## config.mk

```make
export PLATFORM = sky130hd
export DESIGN_NAME = rpsb_top
export DESIGN_NICKNAME = d
export VERILOG_FILES = /design/src/hw/rpsb_pkg.sv /design/src/hw/rpsb_row_route.sv /design/src/hw/rpsb_fade.sv /design/src/hw/rpsb_top.sv
export SDC_FILE = /design/constraint.sdc
export NUM_CORES = 2
export LEC_CHECK = 0
export BUFFER_PORTS_ARGS = -buffer_cell sky130_fd_sc_hd__clkbuf_2
export CORE_UTILIZATION = 55
export CTS_BUF_LIST = sky130_fd_sc_hd__clkbuf_4 sky130_fd_sc_hd__clkbuf_8 sky130_fd_sc_hd__clkbuf_16
export DETAILED_ROUTE_END_ITERATION = 8
export PLACE_DENSITY = 0.75
export SYNTH_ARGS = -nofsm -noshare
export SYNTH_HDL_FRONTEND = slang
export SYNTH_SLANG_ARGS = --single-unit
```

## constraint.sdc

```tcl
create_clock -name i_ref_clk -period 4 [get_ports i_ref_clk]
set_input_delay 0 -clock i_ref_clk [delete_from_list [all_inputs] [get_ports i_ref_clk]]
set_output_delay 0 -clock i_ref_clk [all_outputs]
set_load 0.05 [all_outputs]
```

## src/hw/rpsb_pkg.sv

```systemverilog
// shared constants, types and decode helpers for the bus b / bus c rgb palette select block
// assumes one 20 MHz clock and a byte-wide register port driven by the serial host engine
package rpsb_pkg;
	// register addresses of the four select registers
	localparam logic [7:0] ADDR_B12 = 8'h0B;
	localparam logic [7:0] ADDR_B34 = 8'h0C;
	localparam logic [7:0] ADDR_C12 = 8'h0D;
	localparam logic [7:0] ADDR_C34 = 8'h0E;
	localparam int NUM_REGS = 4;
	// field positions inside one select register
	localparam int EN_HI_BIT = 7;
	localparam int SEL_HI_MSB = 6;
	localparam int SEL_HI_LSB = 4;
	localparam int EN_LO_BIT = 3;
	localparam int SEL_LO_MSB = 2;
	localparam int SEL_LO_LSB = 0;
	// palette bit for each colour
	localparam int SEL_RED_BIT = 2;
	localparam int SEL_GRN_BIT = 1;
	localparam int SEL_BLU_BIT = 0;
	// reset values
	localparam logic [7:0] REG_RESET = 8'h00;
	localparam logic [7:0] RDATA_RESET = 8'h00;
	localparam logic [7:0] LEVEL_ZERO = 8'h00;
	// highest current code, 125 uA per step
	localparam logic [7:0] LEVEL_MAX = 8'hC0;
	// cathode line offset from the row's own anode line, per colour
	localparam logic [1:0] RED_LINE_OFS = 2'h2;
	localparam logic [1:0] GRN_LINE_OFS = 2'h1;
	localparam logic [1:0] BLU_LINE_OFS = 2'h3;
	// colour slots
	localparam int COL_RED = 0;
	localparam int COL_GRN = 1;
	localparam int COL_BLU = 2;
	// fade step timing
	localparam int CLK_PERIOD_NS = 50;
	localparam int FADE_STEP_NS = 1000;
	localparam int FADE_DIV_CYCLES = (FADE_STEP_NS / CLK_PERIOD_NS) < 1 ? 1 : (FADE_STEP_NS / CLK_PERIOD_NS);
	localparam int FADE_DIV_W = 5;
	localparam logic [FADE_DIV_W-1:0] FADE_DIV_LAST = FADE_DIV_W'(FADE_DIV_CYCLES - 1);
	localparam logic [FADE_DIV_W-1:0] FADE_DIV_ZERO = 5'h00;

	typedef logic [7:0] rpsb_level_t;
	typedef logic [2:0] rpsb_palette_t;
	typedef enum logic [1:0] {FADE_HOLD, FADE_UP, FADE_DOWN} rpsb_fade_e;

	// address falls on one of the four select registers
	function automatic logic rpsb_reg_hit(input logic [7:0] addr);
		return (addr >= ADDR_B12) && (addr <= ADDR_C34);
	endfunction

	// index of the select register at an address
	function automatic logic [1:0] rpsb_reg_index(input logic [7:0] addr);
		logic [7:0] diff;
		diff = addr - ADDR_B12;
		return diff[1:0];
	endfunction

	// cathode line carrying a colour for a given anode row
	function automatic logic [1:0] rpsb_cathode_line(input logic [1:0] row, input int colour);
		logic [1:0] ofs;
		ofs = (colour == COL_RED) ? RED_LINE_OFS : ((colour == COL_GRN) ? GRN_LINE_OFS : BLU_LINE_OFS);
		return row + ofs;
	endfunction

	// saturate a level code at the top setting
	function automatic rpsb_level_t rpsb_clamp(input rpsb_level_t lvl);
		return (lvl > LEVEL_MAX) ? LEVEL_MAX : lvl;
	endfunction
endpackage

```

## src/hw/rpsb_row_route.sv

```systemverilog
// target picker for one rgb module: enable and palette select the three colour targets
// assumes clamped level inputs and a synchronous active-low reset
`timescale 1ns/1ns
module rpsb_row_route (
	// clock and reset
	input wire logic i_ref_clk,
	input wire logic i_rst_b,
	// module settings
	input wire logic i_enable,
	input wire rpsb_pkg::rpsb_palette_t i_palette,
	// stored levels, clamped
	input wire rpsb_pkg::rpsb_level_t i_red_lvl0,
	input wire rpsb_pkg::rpsb_level_t i_red_lvl1,
	input wire rpsb_pkg::rpsb_level_t i_grn_lvl0,
	input wire rpsb_pkg::rpsb_level_t i_grn_lvl1,
	input wire rpsb_pkg::rpsb_level_t i_blu_lvl0,
	input wire rpsb_pkg::rpsb_level_t i_blu_lvl1,
	// chosen targets
	output logic [2:0][7:0] o_target
);
	import rpsb_pkg::*;

	logic [2:0][7:0] target_ff; // registered targets
	logic [2:0][7:0] nxt_target; // next targets

	// pick level 0 or 1 per colour, or zero while disabled
	always_comb begin
		nxt_target = '0;
		if (i_enable) begin
			nxt_target[COL_RED] = i_palette[SEL_RED_BIT] ? i_red_lvl1 : i_red_lvl0;
			nxt_target[COL_GRN] = i_palette[SEL_GRN_BIT] ? i_grn_lvl1 : i_grn_lvl0;
			nxt_target[COL_BLU] = i_palette[SEL_BLU_BIT] ? i_blu_lvl1 : i_blu_lvl0;
		end
	end

	// register targets
	always_ff @(posedge i_ref_clk) begin
		if (!i_rst_b) begin
			target_ff <= '0;
		end else begin
			target_ff <= nxt_target;
		end
	end

	assign o_target = target_ff;
endmodule

```

## src/hw/rpsb_fade.sv

```systemverilog
// fade engine for one led: moves the current code one step toward its target per fade tick
// assumes a one-cycle step pulse from the shared divider
`timescale 1ns/1ns
module rpsb_fade (
	// clock and reset
	input wire logic i_ref_clk,
	input wire logic i_rst_b,
	// step pulse and goal
	input wire logic i_step,
	input wire rpsb_pkg::rpsb_level_t i_target,
	// present current code
	output rpsb_pkg::rpsb_level_t o_level
);
	import rpsb_pkg::*;

	rpsb_level_t level_ff; // current code
	rpsb_level_t nxt_level; // next code
	rpsb_fade_e dir; // direction of this step

	// step toward target, never jump
	always_comb begin
		nxt_level = level_ff;
		if (level_ff < i_target) begin
			dir = FADE_UP;
		end else if (level_ff > i_target) begin
			dir = FADE_DOWN;
		end else begin
			dir = FADE_HOLD;
		end
		if (i_step) begin
			case (dir)
				FADE_UP: nxt_level = level_ff + 8'h01;
				FADE_DOWN: nxt_level = level_ff - 8'h01;
				FADE_HOLD: nxt_level = level_ff;
				default: nxt_level = level_ff;
			endcase
		end
	end

	// register code
	always_ff @(posedge i_ref_clk) begin
		if (!i_rst_b) begin
			level_ff <= LEVEL_ZERO;
		end else begin
			level_ff <= nxt_level;
		end
	end

	assign o_level = level_ff;
endmodule

```

## src/hw/rpsb_top.sv

```systemverilog
// select registers for the bus b and bus c rgb modules, with per-led fading
// assumes the serial host engine presents a byte register port synchronous to i_ref_clk
`timescale 1ns/1ns
module rpsb_top (
	// clock and reset
	input wire logic i_ref_clk,
	input wire logic i_rst_b,
	// register port
	input wire logic [7:0] i_reg_addr,
	input wire logic i_reg_wr_en,
	input wire logic i_reg_rd_en,
	input wire logic [7:0] i_reg_wdata,
	output logic [7:0] o_reg_rdata,
	// stored current levels
	input wire rpsb_pkg::rpsb_level_t i_red_level_0,
	input wire rpsb_pkg::rpsb_level_t i_red_level_1,
	input wire rpsb_pkg::rpsb_level_t i_green_level_0,
	input wire rpsb_pkg::rpsb_level_t i_green_level_1,
	input wire rpsb_pkg::rpsb_level_t i_blue_level_0,
	input wire rpsb_pkg::rpsb_level_t i_blue_level_1,
	// line currents, [row][line] per bus
	output logic [3:0][3:0][7:0] o_bus_b_current,
	output logic [3:0][3:0][7:0] o_bus_c_current
);
	import rpsb_pkg::*;

	localparam int TICK_GAP = FADE_DIV_CYCLES; // cycles between fade steps
	localparam int TICK_WAIT = TICK_GAP - 1; // quiet cycles between two ticks

	// register file state
	logic [NUM_REGS-1:0][7:0] sel_ff; // four select registers
	logic [NUM_REGS-1:0][7:0] nxt_sel;
	logic [7:0] rdata_ff; // read data
	logic [7:0] nxt_rdata;
	logic addr_hit; // address on the map
	logic [1:0] addr_idx; // register index

	// fade divider state
	logic [FADE_DIV_W-1:0] div_ff; // divider count
	logic [FADE_DIV_W-1:0] nxt_div;
	logic step_ff; // one-cycle fade tick
	logic nxt_step;

	// level saturation state
	logic [5:0][7:0] lvl_ff; // red0 red1 grn0 grn1 blu0 blu1
	logic [5:0][7:0] nxt_lvl;

	// per-row signals
	logic [7:0] row_en; // enable per row, b rows then c rows
	logic [7:0][2:0] row_pal; // palette per row
	logic [7:0][2:0][7:0] row_tgt; // fade targets
	logic [7:0][2:0][7:0] fade_lvl; // fade outputs

	// output state
	logic [7:0][3:0][7:0] cur_ff; // registered line currents
	logic [7:0][3:0][7:0] nxt_cur;

	// address decode shared by read and write
	always_comb begin
		addr_hit = rpsb_reg_hit(i_reg_addr);
		addr_idx = rpsb_reg_index(i_reg_addr);
	end

	// register writes and reads
	always_comb begin
		nxt_sel = sel_ff;
		nxt_rdata = rdata_ff;
		if (i_reg_wr_en && addr_hit) begin
			nxt_sel[addr_idx] = i_reg_wdata;
		end
		if (i_reg_rd_en) begin
			if (addr_hit) begin
				nxt_rdata = sel_ff[addr_idx];
			end else begin
				nxt_rdata = RDATA_RESET; // unmapped reads zero
			end
		end
	end

	// register file flops
	always_ff @(posedge i_ref_clk) begin
		if (!i_rst_b) begin
			sel_ff <= {NUM_REGS{REG_RESET}};
			rdata_ff <= RDATA_RESET;
		end else begin
			sel_ff <= nxt_sel;
			rdata_ff <= nxt_rdata;
		end
	end

	assign o_reg_rdata = rdata_ff;

	// fade tick divider
	always_comb begin
		nxt_div = div_ff + 5'h01;
		nxt_step = 1'b0;
		if (div_ff == FADE_DIV_LAST) begin
			nxt_div = FADE_DIV_ZERO;
			nxt_step = 1'b1;
		end
	end

	// divider flops
	always_ff @(posedge i_ref_clk) begin
		if (!i_rst_b) begin
			div_ff <= FADE_DIV_ZERO;
			step_ff <= 1'b0;
		end else begin
			div_ff <= nxt_div;
			step_ff <= nxt_step;
		end
	end

	// saturate the stored levels
	always_comb begin
		nxt_lvl[0] = rpsb_clamp(i_red_level_0);
		nxt_lvl[1] = rpsb_clamp(i_red_level_1);
		nxt_lvl[2] = rpsb_clamp(i_green_level_0);
		nxt_lvl[3] = rpsb_clamp(i_green_level_1);
		nxt_lvl[4] = rpsb_clamp(i_blue_level_0);
		nxt_lvl[5] = rpsb_clamp(i_blue_level_1);
	end

	// level flops
	always_ff @(posedge i_ref_clk) begin
		if (!i_rst_b) begin
			lvl_ff <= '0;
		end else begin
			lvl_ff <= nxt_lvl;
		end
	end

	// one route and three fade engines per row
	genvar g;
	genvar c;
	generate
		for (g = 0; g < 8; g = g + 1) begin : g_row
			localparam int REG_IDX = g / 2; // owning register
			localparam bit HI_HALF = ((g % 2) == 0); // row sits in upper nibble

			// pull this row's fields out of its register
			if (HI_HALF) begin : g_hi
				assign row_en[g] = sel_ff[REG_IDX][EN_HI_BIT];
				assign row_pal[g] = sel_ff[REG_IDX][SEL_HI_MSB:SEL_HI_LSB];
			end else begin : g_lo
				assign row_en[g] = sel_ff[REG_IDX][EN_LO_BIT];
				assign row_pal[g] = sel_ff[REG_IDX][SEL_LO_MSB:SEL_LO_LSB];
			end

			// target selection
			rpsb_row_route u_route (
				.i_ref_clk(i_ref_clk),
				.i_rst_b(i_rst_b),
				.i_enable(row_en[g]),
				.i_palette(row_pal[g]),
				.i_red_lvl0(lvl_ff[0]),
				.i_red_lvl1(lvl_ff[1]),
				.i_grn_lvl0(lvl_ff[2]),
				.i_grn_lvl1(lvl_ff[3]),
				.i_blu_lvl0(lvl_ff[4]),
				.i_blu_lvl1(lvl_ff[5]),
				.o_target(row_tgt[g])
			);

			// per-colour fade engines
			for (c = 0; c < 3; c = c + 1) begin : g_col
				rpsb_fade u_fade (
					.i_ref_clk(i_ref_clk),
					.i_rst_b(i_rst_b),
					.i_step(step_ff),
					.i_target(row_tgt[g][c]),
					.o_level(fade_lvl[g][c])
				);
			end

		end
	endgenerate

	// steer each colour onto its cathode line, anode line dark
	always_comb begin
		nxt_cur = '0;
		for (int r = 0; r < 8; r++) begin
			for (int k = 0; k < 3; k++) begin
				nxt_cur[r][rpsb_cathode_line(2'(r % 4), k)] = fade_lvl[r][k];
			end
		end
	end

	// output flops, same map on both buses
	always_ff @(posedge i_ref_clk) begin
		if (!i_rst_b) begin
			cur_ff <= '0;
		end else begin
			cur_ff <= nxt_cur;
		end
	end

	assign o_bus_b_current = cur_ff[3:0];
	assign o_bus_c_current = cur_ff[7:4];
endmodule

```

# Word level (Yosys, flattened, before mapping)
# Cells that the tools add are included.
[totals]
regBits = 734
latchBits = 0
mem_bits_rw = 0
rom_bits = 0
inputBits = 68
out_inout_bits = 264
wordCells = 432
mem_count = 0
[op_classes]
add_sub_neg = 50
mul = 0
n_div = 0
magnitude_cmp = 58
n_eq_ne = 49
shifts = 0
muxes = 109
n_bitwise = 1
reduce_logical = 66
[op_table]
columns = ["operator", "count"]
rows = [
  ["case mux 8 bit (2 select lines)", 24],
  ["two-way mux 8 bit", 33],
  ["adder 8 x 1 -> 8 bit, second input constant", 24],
  ["greater-than comparator 8 bit", 24],
  ["< comparator 8 bit", 24],
  ["subtractor 8 x 1 -> 8 bit, second input constant", 24],
  ["two-way mux 2 bit", 48],
  ["AND reduction 2 bit", 32],
  ["equality test 2 x 1 -> 1 bit, second input constant", 24],
  ["equality test 2 bit, second input constant", 24],
  ["greater-than comparator 8 bit, second input constant", 6],
  ["nonzero test 2 bit", 24],
  ["bitwise mux 32 bit", 1],
  ["binary-select mux 8 bit (select 2 bit)", 1],
  ["demux 8 bit (select 2 bit)", 1],
  ["OR reduction 2 bit", 7],
  [">= comparator 8 x 4 -> 1 bit, second input constant", 1],
  ["<= comparator 8 x 4 -> 1 bit, second input constant", 1],
  ["adder 5 x 1 -> 5 bit, second input constant", 1],
  ["equality test 5 bit, second input constant", 1],
  ["logical AND 1 bit", 3],
  ["< comparator 2 x 3 -> 1 bit, second input constant", 1],
  [">= comparator 2 x 1 -> 1 bit, second input constant", 1],
  ["subtractor 2 bit, second input constant", 1],
  ["other kinds (2)", 2],
]

# Depth between registers and ports, before layout
[depth]
ltp_word = 6
depth_mapped = 15
depth_no_buf = 15

# By module
# A second synthesis with hierarchy kept.
[unflattened]
cells_unflattened = 3656
area_unflattened_um2 = 35077.4
[modules_own_cells]
columns = ["module", "n_inst", "cells_each", "area_per_inst_um2"]
rows = [
  ["rpsb_fade at g_row[0].g_col[0].u_fade ...", 15, 95, 795.8],
  ["rpsb_top", 1, 761, 8972.4],
  ["rpsb_fade at g_row[3].g_col[0].u_fade ...", 9, 94, 795.8],
  ["rpsb_row_route", 8, 78, 875.8],
]

# Worst setup path before layout
# No wires, ideal clock.
[synth_path]
path_type = "flip-flop to flip-flop"
start = "register g_row[2].g_col[2].u_fade.level_ff[1]"
end = "register g_row[2].g_col[2].u_fade.level_ff[7]"
setup_time_ns = 0.121
arrival_time_ns = 3.291
required_time_ns = 3.879
setup_slack_ns = 0.588
stages_incl_launch_ff = 14
synth_period_minus_slack_ns = 3.412
path_cell_list = "dfxtp_1 ha_1 nor2b_1 o211a_1 a211o_1 a21oi_1 or2_2 inv_1 ha_1 a21o_1 a31o_1 or4_1 mux2_2 mux2_4"
[synth_between]
elab_chain_cells = 6
word_cells_on_any_way = 11
cone_classes = "add/sub: 2; order compare: 2; eq/ne: 2; mux: 3; reduce/logical: 2"
[synth_rtl]
columns = ["element", "line", "source"]
rows = [
  ["start, declared", "rpsb_fade.sv:16", "rpsb_level_t level_ff;"],
  ["start signal, assigned", "rpsb_fade.sv:45", "level_ff <= nxt_level;"],
  ["greater-than comparator 8 bit", "rpsb_fade.sv:25", "end else if (level_ff > i_target) begin"],
  ["two-way mux 2 bit", "rpsb_fade.sv:25", ""],
  ["two-way mux 2 bit", "rpsb_fade.sv:23", "if (level_ff < i_target) begin"],
  ["equality test 2 x 1 -> 1 bit or equality test 2 bit (tied branches)", "rpsb_fade.sv:31", "case (dir)"],
  ["nonzero test 2 bit (no source line)", "n/a", ""],
  ["AND reduction 2 bit (no source line)", "n/a", ""],
]
# Several ways; a longest one is shown, not always the timed one.
# A chain may end at the register's enable or synchronous reset.

# Worst setup path in the final report
# Same ends and word-level chain as after synthesis.

==> impl_metrics.toml <==
[logic_synthesis]
synthCells = 3822
ys_async_sr_fraction_pct = 0
ys_seq_area_share_pct = 38.9
netlist.area_leader.share_pct = 38.9
ys.flop_type = "dfxtp_1"
synthTopCellsByArea = "dfxtp_1 (39%), ha_1 (12%), mux2i_1 (8.8%)"
synthTopCellsByCount = "dfxtp_1 (670), nor2_1 (519), ha_1 (341), mux2i_1 (303), inv_1 (293)"
synth.ff_latch_count = 670
yosysMostFrequentCell = "dfxtp_1"
syn_area_um2 = 34400
synth_edf_count = 0
ys_types = 66
ys_warn_count = 0
syn_avg_cell_area_um2 = 9.01
synth_area_leader_cell = "dfxtp_1"

[detailed_routing]
num_vias = 27700
dr.pass1.iters = 5
antenna_left = 0
drc_errors = 0
drtIter0Drc = 2017
wirelength_mm = 90.4
wl_per_cell_um = 18.1
via_per_inst = 5.55

[pwr]
total_power_uw = 14800
clkPwrFrac_pct = 50.3
power.switching_uw = 3370
pwr-share-comb_pct = 3.3
ir_drop_mv = 0.330
p_leak_uw = 0.0171
swShare_pct = 22.8
seqPwrFrac_pct = 46.4
p_per_area_nw_per_um2 = 372
p_int_uw = 11400

[timing]
setup_viol = 0
fmax_mhz = 277
slew_viol_final = 0
fin_setup_tns_ns = 0
hold_viol = 0
rsz0062_at_grt = "false"
hold_ws_ns = 0.149
timing.final.crit_share_pct = 90.3
slew_headroom_pct = 34.1
skew_ns = 0.0328
period_minus_slack_ns = 3.61
tightest_slew_ns = 0.987

[floorplan]
rows = 91
dieArea_um2 = 63600
io_pins = 332
core_area_um2 = 61800
die_w_um = 252
dieHeight_um = 252
initial_core_util_pct = 55.7

[critical_path]
path_cells = "ha_1 -> nor2b_1 -> o211a_1 -> a211o_1 -> a21oi_1 -> or2_2 -> inv_1 -> ha_1 -> a21o_1 -> a31o_1 -> or4_1 -> mux2_2 -> mux2_4"
critPathCaptureType = "register"
cp_top_family = "compound AO/OA/AOI/OAI gates"
cp.required_ns = 4.52
critical-path-max-stage-delay_ns = 0.39
startpoint_type = "register"
crit_fanout = 6
crit_type = "reg -> reg"
worst_path_max_delay_cell = "or4_1"
path_buf_inv = 1
crit_arrival_ns = 4.13
path_common_cell = "ha_1"

[global_route]
track_usage_pct = 28.0
grt_overflow = 0
grt_busiest_layer = "met2"
grtUsageMet2_pct = 44.9
grt_pass1_vias = 26400
grt_max_degree = 136
grt.met3_usage_pct = 6.45
antenna_found_initial = 6
met1_usage_pct = 35.8
grt_pass1_wl_mm = 140

[flow_run]
cap_violations = 0

[clock_tree]
cts.path.max_buffers = 3
htreeDepth = 3
worstSkewPairLatency_ns = 0.64
cts.sinks = 670
numCtsBuffers = 72
clockRootBuffer = "clkbuf_16"
cts_tree = "done"
path_clk_slew_ns = 0.07
post_cts_buffers = 0

[final_layout]
synthToLayoutAreaGrowth_pct = 15.2
drive_above_1_share_pct = 11.5
layout.cells.non_filler = 4994
multi_input_area_um2 = 19000
num-nets-final = 4530
area.sequential_um2 = 13400
fillCellCount = 5063

[placed_design]
gp_congestion = 0.934
io_buffers = 267
dpl.cell_count = 4768
hpwl_mm = 62.4

[hold_path]
holdCritPathClass = "in -> reg"

[status]
status = "completed"
## worst paths after layout
kind	from	to	slack [ns]	cells past startpoint
worst min-delay path	i_green_level_0[7]	lvl_ff[23]	0.15	3
worst min register to register	div_ff[0]	div_ff[0]	0.45	1
worst max register to register	g_row[2].g_col[2].u_fade.o_level[1]	g_row[2].g_col[2].u_fade.o_level[7]	0.39	13
worst max-delay path	g_row[2].g_col[2].u_fade.o_level[1]	g_row[2].g_col[2].u_fade.o_level[7]	0.39	13
## kinds of logic (layout without fill, tap and decap cells)
logic type | after synthesis | in the layout | share of synthesized area (%)
AOI/OAI and AO/OA | 677 | 677 | 12.3
xor gates and xnor gates | 93 | 93 | 2.36
adders and majority gates | 365 | 365 | 13.8
buffers and inverters | 535 | 805 | 6.70
DFF | 670 | 670 | 38.9
muxes | 318 | 318 | 9.57
other | 1 | 66 | 0.0109
and+or+nand+nor | 1163 | 1163 | 16.4
## power groups by stage
stage / logic, uW / registers (uW) / clock network, uW
6_report: 493 / 6850 / 7430
5_1_grt: 523 / 6830 / 7810
4_1_cts: 479 / 6830 / 7520
3_5_place_dp: 409 / 6980 / 0
3_3_place_gp: 406 / 6980 / 0
2_1_floorplan: 404 / 6850 / 0
## sequential cells by signal (all words and copies together), names as in the netlist
signal and count:
g_row.g_col.u_fade.o_level 192, g_row.u_route.o_target 192, o_bus_b_current 96, o_bus_c_current 96
lvl_ff 48, row_pal 24, o_reg_rdata 8, row_en 8
div_ff 5, step_ff 1
## cell type report
cell class / count / area share, %
antenna: 2 / 0.0126
clock buffer: 89 / 5.09
clock inverter: 43 / 1.61
inverter: 295 / 2.81
multi-input combinational: 2680 / 47.9
sequential: 670 / 33.8
tap: 837 / 2.64
timing repair buffer: 378 / 6.09
## stage by stage
stage / area, um^2 / utilization, % / worst slack [ns]
4_1_cts: 39700 / 64.2 / 0.381
2_1_floorplan: 34700 / - / 0.588
6_report: 39700 / 64.2 / 0.390
5_1_grt: 39700 / 64.2 / 0.204
3_3_place_gp: 36100 / 58.4 / 0.413
3_5_place_dp: 36100 / 58.4 / 0.389
## layout by cell type (no fill, tap or decap), types with 17 or more instances in the layout
master         instances
a211oi_1              32
a21o_1                38
a21oi_1              241
a31oi_1               24
and2_1               145
and3_1                55
buf_4                 18
clkbuf_16             74
clkbuf_2             266
conb_1                64
dfxtp_1              669
dlygate4sd3_1         92
fa_1                  24
ha_1                 341
inv_1                293
mux2i_1              303
nand2_1              141
nand2b_1              57
nand3_1               52
nand4_1               68
nor2_1               519
nor2b_1               34
nor3_1                24
o211ai_1              21
o21a_1                53
o21ai_0              152
o21bai_1              17
o31a_1                27
xnor2_1               69
xor2_1                24
## worst min-delay path: stages
cell and delay (ns):
dlygate4sd3_1 0.53, clkbuf_2 0.11, and2_1 0.11
## repair_timing
action / CTS / global route
hold buffers: 92 / 0
gates resized for setup: 0 / 0
hold endpoints to repair: 138 / 0
setup endpoints to repair: 0 / 0
## routing by layer
layer,vias to the layer above,wire length (um)
met5,-,47
met4,8,3850
met3,238,7520
met2,959,40700
met1,13000,38300
li1,13500,-
Power figures use the tool's default switching activity.
